<file path="config.mk">
export PLATFORM = sky130hd
export DESIGN_NAME = pwm_pulse_width_value_regs
export DESIGN_NICKNAME = d
export VERILOG_FILES = /design/src/logic/pwm_value_pkg.sv /design/src/logic/pwm_pulse_width_value_regs.sv
export VERILOG_INCLUDE_DIRS = /design/src /design/src/logic
export SDC_FILE = /design/constraint.sdc
export NUM_CORES = 1
export LEC_CHECK = 0
export ABC_AREA = 1
export BUFFER_PORTS_ARGS = -buffer_cell sky130_fd_sc_hd__clkbuf_2
export CAP_MARGIN = 20
export CORE_MARGIN = 5
export CORE_UTILIZATION = 60
export CTS_CLUSTER_SIZE = 12
export DETAILED_ROUTE_END_ITERATION = 12
export HOLD_SLACK_MARGIN = 0.1
export PLACE_DENSITY = 0.87
export SLEW_MARGIN = 20
export SYNTH_ARGS = -nofsm -noshare
export SYNTH_HDL_FRONTEND = slang
export SYNTH_SLANG_ARGS = --single-unit
</file>
<file path="constraint.sdc">
create_clock -name pclk -period 5.2 [get_ports pclk]
set_clock_uncertainty 0.2 [all_clocks]
set_input_delay 0.26 -clock pclk [delete_from_list [all_inputs] [get_ports pclk]]
set_output_delay 0.26 -clock pclk [all_outputs]
set_load 0.01 [all_outputs]
</file>
<file path="src/logic/pwm_value_consts.svh">
`ifndef PWM_VALUE_CONSTS_SVH
`define PWM_VALUE_CONSTS_SVH

// ****************************************
// register byte offsets
// ****************************************
`define PWV_OFS_CH0        12'h000
`define PWV_OFS_CH1        12'h004
`define PWV_OFS_CH2        12'h008
`define PWV_OFS_CH3        12'h00c
`define PWV_OFS_CTRL       12'h010
`define PWV_OFS_MODULUS    12'h014
`define PWV_OFS_STATUS     12'h018

// ****************************************
// control register fields
// ****************************************
`define PWV_CTRL_LOAD_OKAY 0
`define PWV_CTRL_PRESC_LO  1
`define PWV_CTRL_PRESC_HI  2
`define PWV_CTRL_POL0      3
`define PWV_CTRL_POL1      4
`define PWV_CTRL_CORR_LO   5
`define PWV_CTRL_CORR_HI   6
`define PWV_CTRL_COMP0     7
`define PWV_CTRL_COMP1     8
`define PWV_CTRL_ENABLE    9

// ****************************************
// reset values
// ****************************************
`define PWV_RST_WIDTH      16'h0000
`define PWV_RST_MODULUS    15'h0100
`define PWV_RST_PRESC      2'h0

`endif

</file>
<file path="src/logic/pwm_value_pkg.sv">
// ****************************************
// shared types
// ****************************************
package pwm_value_pkg;
    // signed pulse width in generator clock periods
    typedef logic signed [15:0] pulse_width_t;
    // counter modulus, fifteen usable bits
    typedef logic [14:0]        modulus_t;
    // correction method field
    typedef enum logic [1:0] {
        corr_none,
        corr_manual,
        corr_deadtime,
        corr_sample
    } correction_e;
endpackage : pwm_value_pkg

</file>
<file path="src/logic/pwm_pulse_width_value_regs.sv">
// Register access over APB and the register offsets were decided locally.
`timescale 1ns/100ps
`include "pwm_value_consts.svh"

// How it works
// - four buffered signed 16-bit width registers
// - width zero or negative holds output low
// - width at or above modulus holds high
// - active drives high, inactive drives low
// - buffered width used after load-okay and reload
// - reads return buffered value, not working value
// - width registers accessible anytime, no restrictions
// - load-okay copies prescaler, modulus, widths together
// - pair polarity picks even or odd width in complementary manual correction
module pwm_pulse_width_value_regs (
    input  wire logic        pclk,
    input  wire logic        presetn,
    input  wire logic        psel,
    input  wire logic        penable,
    input  wire logic        pwrite,
    input  wire logic [11:0] paddr,
    input  wire logic [31:0] pwdata,
    output logic      [31:0] prdata,
    output logic             pready,
    output logic             pslverr,
    output logic             channel_out_0,
    output logic             channel_out_1,
    output logic             channel_out_2,
    output logic             channel_out_3,
    output logic             reload_pulse
);

    // ****************************************
    // software-visible buffers
    // ****************************************
    pwm_value_pkg::pulse_width_t width_reg [4];   // buffered widths
    pwm_value_pkg::modulus_t     counter_modulus_a_reg;
    logic [1:0]                  prescaler_select_a_reg;
    logic                        load_okay_reg;
    logic                        pair0_polarity_select_reg;
    logic                        pair1_polarity_select_reg;
    pwm_value_pkg::correction_e  correction_method_select_reg;
    logic                        comp0_reg;       // pair 0 complementary
    logic                        comp1_reg;       // pair 1 complementary
    logic                        enable_reg;      // generator run

    // ****************************************
    // working copies used by the generator
    // ****************************************
    pwm_value_pkg::pulse_width_t work_width_reg [4];
    pwm_value_pkg::modulus_t     work_modulus_reg;
    logic [1:0]                  work_presc_reg;
    logic                        work_pol0_reg;
    logic                        work_pol1_reg;

    // ****************************************
    // counter and prescaler state
    // ****************************************
    pwm_value_pkg::modulus_t     count_reg;
    logic [2:0]                  presc_cnt_reg;
    logic [31:0]                 prdata_reg;
    logic                        pslverr_reg;
    logic [3:0]                  out_reg;

    // ****************************************
    // bus decode
    // ****************************************
    wire        setup_phase  = psel & ~penable;
    wire        access_phase = psel & penable;
    wire        wr_access    = access_phase & pwrite;
    wire        hit_ch0      = (paddr == `PWV_OFS_CH0);
    wire        hit_ch1      = (paddr == `PWV_OFS_CH1);
    wire        hit_ch2      = (paddr == `PWV_OFS_CH2);
    wire        hit_ch3      = (paddr == `PWV_OFS_CH3);
    wire        hit_ctrl     = (paddr == `PWV_OFS_CTRL);
    wire        hit_mod      = (paddr == `PWV_OFS_MODULUS);
    wire        hit_status   = (paddr == `PWV_OFS_STATUS);
    wire [3:0]  hit_width    = {hit_ch3, hit_ch2, hit_ch1, hit_ch0};
    wire        hit_any      = (|hit_width) | hit_ctrl | hit_mod
                               | hit_status;
    // status is read-only, so a write there is refused as well
    wire        bad_access   = ~hit_any | (pwrite & hit_status);
    wire        wr_ctrl      = wr_access & hit_ctrl;
    wire        wr_mod       = wr_access & hit_mod;

    // no wait states: the read word is prepared in the setup cycle
    assign pready  = 1'b1;
    assign prdata  = prdata_reg;
    assign pslverr = pslverr_reg;

    // ****************************************
    // read mux
    // ****************************************
    // widths read from the buffer, never from the working copy
    wire [31:0] ctrl_word = {22'h000000,
                             enable_reg,
                             comp1_reg,
                             comp0_reg,
                             correction_method_select_reg,
                             pair1_polarity_select_reg,
                             pair0_polarity_select_reg,
                             prescaler_select_a_reg,
                             load_okay_reg};
    wire [31:0] rd_word =
        hit_ch0    ? {16'h0000, width_reg[0]}           :
        hit_ch1    ? {16'h0000, width_reg[1]}           :
        hit_ch2    ? {16'h0000, width_reg[2]}           :
        hit_ch3    ? {16'h0000, width_reg[3]}           :
        hit_ctrl   ? ctrl_word                          :
        hit_mod    ? {17'h00000, counter_modulus_a_reg} :
        hit_status ? {13'h0000, out_reg, count_reg}     :
                     32'h00000000;

    // capture the answer during setup, hold it through the access
    always_ff @(posedge pclk or negedge presetn) begin
        if (!presetn) begin
            prdata_reg  <= 32'h00000000;
            pslverr_reg <= 1'b0;
        end else if (setup_phase) begin
            prdata_reg  <= pwrite ? 32'h00000000 : rd_word;
            pslverr_reg <= bad_access;
        end
    end

    // ****************************************
    // prescaler and counter
    // ****************************************
    // prescaler divides by 1, 2, 4 or 8
    wire [2:0] presc_mask = (work_presc_reg == 2'h0) ? 3'h0 :
                            (work_presc_reg == 2'h1) ? 3'h1 :
                            (work_presc_reg == 2'h2) ? 3'h3 : 3'h7;
    wire       gen_tick   = enable_reg
                            & ((presc_cnt_reg & presc_mask) == presc_mask);
    // a modulus of zero still gives a one-tick period
    wire       period_end = (work_modulus_reg == 15'h0000)
                            | (count_reg >= work_modulus_reg - 15'h0001);
    wire       reload     = gen_tick & period_end;

    // free-running divider, held in reset while disabled
    always_ff @(posedge pclk or negedge presetn) begin
        if (!presetn) begin
            presc_cnt_reg <= 3'h0;
        end else if (!enable_reg) begin
            presc_cnt_reg <= 3'h0;
        end else begin
            presc_cnt_reg <= presc_cnt_reg + 3'h1;
        end
    end

    // up counter 0 .. modulus-1
    always_ff @(posedge pclk or negedge presetn) begin
        if (!presetn) begin
            count_reg <= 15'h0000;
        end else if (!enable_reg) begin
            count_reg <= 15'h0000;
        end else if (reload) begin
            count_reg <= 15'h0000;
        end else if (gen_tick) begin
            count_reg <= count_reg + 15'h0001;
        end
    end

    // ****************************************
    // buffered width registers
    // ****************************************
    // writes are taken at any time in any mode; a write in a
    // reload cycle lands in the buffer and waits for the next one
    genvar ch;
    generate
        for (ch = 0; ch < 4; ch++) begin : g_width
            always_ff @(posedge pclk or negedge presetn) begin
                if (!presetn) begin
                    width_reg[ch] <= `PWV_RST_WIDTH;
                end else if (wr_access & hit_width[ch]) begin
                    width_reg[ch] <= pwdata[15:0];
                end
            end

            // the generator only sees the copy taken at reload
            always_ff @(posedge pclk or negedge presetn) begin
                if (!presetn) begin
                    work_width_reg[ch] <= `PWV_RST_WIDTH;
                end else if (reload & load_okay_reg) begin
                    work_width_reg[ch] <= width_reg[ch];
                end
            end
        end
    endgenerate

    // ****************************************
    // control and modulus registers
    // ****************************************
    always_ff @(posedge pclk or negedge presetn) begin
        if (!presetn) begin
            prescaler_select_a_reg       <= `PWV_RST_PRESC;
            pair0_polarity_select_reg    <= 1'b0;
            pair1_polarity_select_reg    <= 1'b0;
            correction_method_select_reg <= pwm_value_pkg::corr_none;
            comp0_reg                    <= 1'b0;
            comp1_reg                    <= 1'b0;
            enable_reg                   <= 1'b0;
        end else if (wr_ctrl) begin
            prescaler_select_a_reg       <=
                pwdata[`PWV_CTRL_PRESC_HI:`PWV_CTRL_PRESC_LO];
            pair0_polarity_select_reg    <= pwdata[`PWV_CTRL_POL0];
            pair1_polarity_select_reg    <= pwdata[`PWV_CTRL_POL1];
            correction_method_select_reg <= pwm_value_pkg::correction_e'(
                pwdata[`PWV_CTRL_CORR_HI:`PWV_CTRL_CORR_LO]);
            comp0_reg                    <= pwdata[`PWV_CTRL_COMP0];
            comp1_reg                    <= pwdata[`PWV_CTRL_COMP1];
            enable_reg                   <= pwdata[`PWV_CTRL_ENABLE];
        end
    end

    always_ff @(posedge pclk or negedge presetn) begin
        if (!presetn) begin
            counter_modulus_a_reg <= `PWV_RST_MODULUS;
        end else if (wr_mod) begin
            counter_modulus_a_reg <= pwdata[14:0];
        end
    end

    // load-okay: software sets, hardware clears after the copy;
    // a set that meets the clearing reload wins and waits a period
    always_ff @(posedge pclk or negedge presetn) begin
        if (!presetn) begin
            load_okay_reg <= 1'b0;
        end else if (wr_ctrl) begin
            load_okay_reg <= pwdata[`PWV_CTRL_LOAD_OKAY];
        end else if (reload) begin
            load_okay_reg <= 1'b0;
        end
    end

    // ****************************************
    // working prescaler, modulus and polarity
    // ****************************************
    // prescaler and modulus move together with the widths; the
    // polarity bits move at every reload without load-okay
    always_ff @(posedge pclk or negedge presetn) begin
        if (!presetn) begin
            work_modulus_reg <= `PWV_RST_MODULUS;
            work_presc_reg   <= `PWV_RST_PRESC;
            work_pol0_reg    <= 1'b0;
            work_pol1_reg    <= 1'b0;
        end else if (reload) begin
            if (load_okay_reg) begin
                work_modulus_reg <= counter_modulus_a_reg;
                work_presc_reg   <= prescaler_select_a_reg;
            end
            work_pol0_reg <= pair0_polarity_select_reg;
            work_pol1_reg <= pair1_polarity_select_reg;
        end
    end

    // ****************************************
    // width selection and compare
    // ****************************************
    wire manual_corr = (correction_method_select_reg
                        == pwm_value_pkg::corr_manual);
    wire pair0_sw    = comp0_reg & manual_corr;
    wire pair1_sw    = comp1_reg & manual_corr;

    // in complementary mode one width serves the whole pair; software correction lets polarity pick it
    pwm_value_pkg::pulse_width_t eff_width [4];
    assign eff_width[0] = (pair0_sw & work_pol0_reg) ? work_width_reg[1]
                                                     : work_width_reg[0];
    assign eff_width[1] = work_width_reg[1];
    assign eff_width[2] = (pair1_sw & work_pol1_reg) ? work_width_reg[3]
                                                     : work_width_reg[2];
    assign eff_width[3] = work_width_reg[3];

    wire signed [16:0] mod_s   = {2'b00, work_modulus_reg};
    wire signed [16:0] count_s = {2'b00, count_reg};
    wire [3:0]         raw_active;

    // signed compare, clamped at both ends of the period
    generate
        for (ch = 0; ch < 4; ch++) begin : g_cmp
            wire signed [16:0] w_s = {eff_width[ch][15], eff_width[ch]};
            assign raw_active[ch] =
                (w_s <= 17'sh00000) ? 1'b0 :
                (w_s >= mod_s)      ? 1'b1 :
                (count_s < w_s);
        end
    endgenerate

    // odd channel is the complement of the even in complementary mode
    wire [3:0] out_next = enable_reg ?
        {comp1_reg ? ~raw_active[2] : raw_active[3],
         raw_active[2],
         comp0_reg ? ~raw_active[0] : raw_active[1],
         raw_active[0]} : 4'h0;

    // ****************************************
    // registered outputs
    // ****************************************
    always_ff @(posedge pclk or negedge presetn) begin
        if (!presetn) begin
            out_reg <= 4'h0;
        end else begin
            out_reg <= out_next;
        end
    end

    assign channel_out_0 = out_reg[0];
    assign channel_out_1 = out_reg[1];
    assign channel_out_2 = out_reg[2];
    assign channel_out_3 = out_reg[3];
    assign reload_pulse  = reload;

endmodule : pwm_pulse_width_value_regs

</file>
==> out/metrics.csv <==
metric,value,unit
CTS buffer count,22,
Area contributors post-synth,"dfrtp_1 40%, ha_1 13%, nand2_1 11%",
P_leak,6.95,nW
Mapped Avg Cell Area,7.90,um2
GRT Total Usage,31.6,%
Final Hold Viols,0,
clock sinks,214,
Net Sw Power,0.681,mW
Initial Utilization,60.7,%
CP bufs+invs,4,
Congestion Overflow GR,0,
clock share of power,44.3,%
nature of the critical path endpoint,primary output,
First-pass DRT Iterations,6,
largest net degree at the start of global routing,96,
Seq pwr share,52.8,%
setup violators final,0,
worst-path cell chain,"inv_1, nand3_1, nor3_1, nand3_1, nor3_1, nand3_1, nor3_1, xor2_1, inv_1, ha_1, nand3_1, or4_1, nand3_2, nand2_1, inv_1, clkbuf_2",
required time worst endpoint,4.74,ns
CP dominant cell by count,nand3_1,
RSZ-0062 raised after global routing,false,
die width,158,um
asr flop ratio synth,100,%
antenna violations before repair,0,
Die H,158,um
Hold WC Path Type,in2reg,
Routed WL,39.3,mm
min cycle time layout,4.78,ns
root buffer cell,clkbuf_16,
fin crit share,91.9,%
Post-Place Cells,1960,
WL per Instance,19.5,um
clock latency on the worst-skew pair,0.50,ns
number of global-route vias before repair,11600,
Max Cap Viol,0,
via count,12000,
initial DRC count,1573,
final net count,1906,
core area,21800,um2
post-synth cell types,47,
final slew viol count,0,
main flop type after synthesis,dfrtp_1,
post-synthesis sequential area ratio,40.6,%
Clock transition at path regs,0.06,ns
Critical Path Max Stage Delay,0.57,ns
share of Yosys cell area claimed by the top area cell type,40.2,%
"FF+latch count, synth",214,
"EDFF count, synth",0,
Yosys top cell by area,dfrtp_1,
ANT cells,0,
Largest register FFs,64,
H-tree Lvls,1,
Post-Syn Instances,1672,
Synth warnings,0,
Max VDD drop,0.258,mV
critical path type,reg2out,
postcts setup bufs,0,
Comb pwr share,2.9,%
GP Congestion,0.989,
Internal,2.48,mW
die area,25100,um2
run status,"finished, final reports clean",
Mapped Area,13200,um2
CP max-delay cell,or4_1,
switching share of power,21.5,%
Max-slew headroom,27.1,%
CP arrival,4.32,ns
layout cells sized above 1,6.76,%
maximum clock rate,209,MHz
Setup TNS Final,0,ns
# fillers,1798,
# DRC,0,
CTS tree,built,
row count,54,
Syn-to-layout area delta,9.08,%
"setup slack, reg-to-reg",0.58,ns
Slew @ Worst Pin,1.09,ns
Vias/cell,5.98,
final cell count without fillers,2010,
Bufs on Longest Clock Path,3,
Buffers on Ports,57,
Util after Layout,66.2,%
IO Pins,88,
startpoint types,register,
Detail Route Antenna Nets,0,
CP Max Fanout,6,
pwr dens,220,nW/um2
Post-DP HPWL,29.3,mm
first-pass GRT wire length,61.7,mm
CP top delay family,simple AND/OR/NAND/NOR gates,
==> synth_stat cells (all sizes together), types with 6 or more instances <==
cell,number
nor3,25
buf,32
nor4,6
a21oi,75
clkbuf,36
xor2,18
ha,132
dfrtp,212
nor2,69
o211ai,22
a211oi,9
inv,251
o21ai,242
nand2,406
a221oi,8
o21a,11
nand4,26
or2,8
o22ai,19
nand3,35
==> worst min-delay path: stages <==
cell and delay, ns:
clkbuf_2 0.12, nor3_2 0.11, nand2_1 0.08, a31oi_1 0.09, o21ai_0 0.14
==> cell usage in the layout, fill, tap and decap left out, types with 5 or more instances in the layout <==
cell type | Yosys | routed
buf_4 | 14 | 5
a31oi_1 | 5 | 5
o21a_1 | 11 | 11
xor2_1 | 18 | 18
clkbuf_16 | 0 | 23
a221oi_1 | 8 | 8
dlygate4sd3_1 | 0 | 21
conb_1 | 2 | 14
o211ai_1 | 22 | 22
a21oi_1 | 75 | 75
a211oi_1 | 9 | 9
nor2_1 | 69 | 69
ha_1 | 132 | 132
o2bb2ai_1 | 5 | 5
nand2_1 | 404 | 403
o21ai_0 | 155 | 155
dfrtp_1 | 212 | 212
clkbuf_2 | 0 | 56
o21ai_1 | 86 | 86
nand3_1 | 31 | 31
nor3_1 | 21 | 21
inv_1 | 247 | 247
nor4_1 | 5 | 5
or2_2 | 7 | 7
nand4_1 | 25 | 25
o22ai_1 | 19 | 19
==> metrics by stage <==
step	hold slack (ns)	total power [mW]	setup WS, ns	area, um2
final	0.142	3.16	0.423	14400
after global routing	0.152	3.25	0.171	14400
after CTS	0.139	3.17	0.478	14400
after detailed placement	0.129	1.78	0.652	13600
after global placement	0.131	1.78	0.730	13600
after floorplan	-0.236	1.73	1.62	13200
==> logic make-up after synthesis <==
logic type	share of synthesized area (%)
compound gates	16.9
xor+xnor	1.39
fa+ha+maj	12.5
buf+inv	10.1
flops	40.6
other cells	0.0569
simple gates	18.5
==> area by class of cell <==
type	instances	area (um2)	area share, %
multi-input cells	1150	6560	45.6
flip-flops and latches	214	5360	37.2
inverters	252	946	6.57
clock buffers	26	587	4.07
repair buffers	85	583	4.05
well taps	280	350	2.43
clock inverters	3	17.5	0.122
==> layer usage <==
| metal | vias up | global-route usage (%) | share of wire [%] |
|---|---|---|---|
| li1 | 5618 | - | - |
| met1 | 5666 | 43.8 | 41 |
| met2 | 636 | 48.4 | 44 |
| met3 | 102 | 5.87 | 10 |
| met4 | 0 | 14.3 | 4.9 |
| met5 | - | 1.39 | 0 |
==> worst paths after layout <==
path                                      from                   end  cells past startpoint
hold / removal                        paddr[2]            prdata[13]                      5
setup reg to reg           work_modulus_reg[1]         eff_width[13]                     17
max in group asynchronous              presetn         width_reg[21]                      3
min in group asynchronous              presetn  work_modulus_reg[14]                      2
setup / recovery           work_modulus_reg[1]          reload_pulse                     16
hold reg to reg                      prdata[2]             prdata[2]                      2
==> power groups by stage <==
| stage | Sequential [mW] | Combinational (mW) | Clock, mW |
|---|---|---|---|
| 5_1_grt | 1.67 | 0.106 | 1.48 |
| 3_5_place_dp | 1.70 | 0.0805 | 0 |
| 2_1_floorplan | 1.70 | 0.0295 | 0 |
| 3_3_place_gp | 1.70 | 0.0785 | 0 |
| 6_report | 1.67 | 0.0923 | 1.40 |
| 4_1_cts | 1.67 | 0.0930 | 1.40 |
==> repair_timing <==
item | CTS | global route
endpoints found under the hold margin | 189 | 0
resized for setup | 0 | 0
hold buffers | 21 | 0
Power figures use the tool's default switching activity.
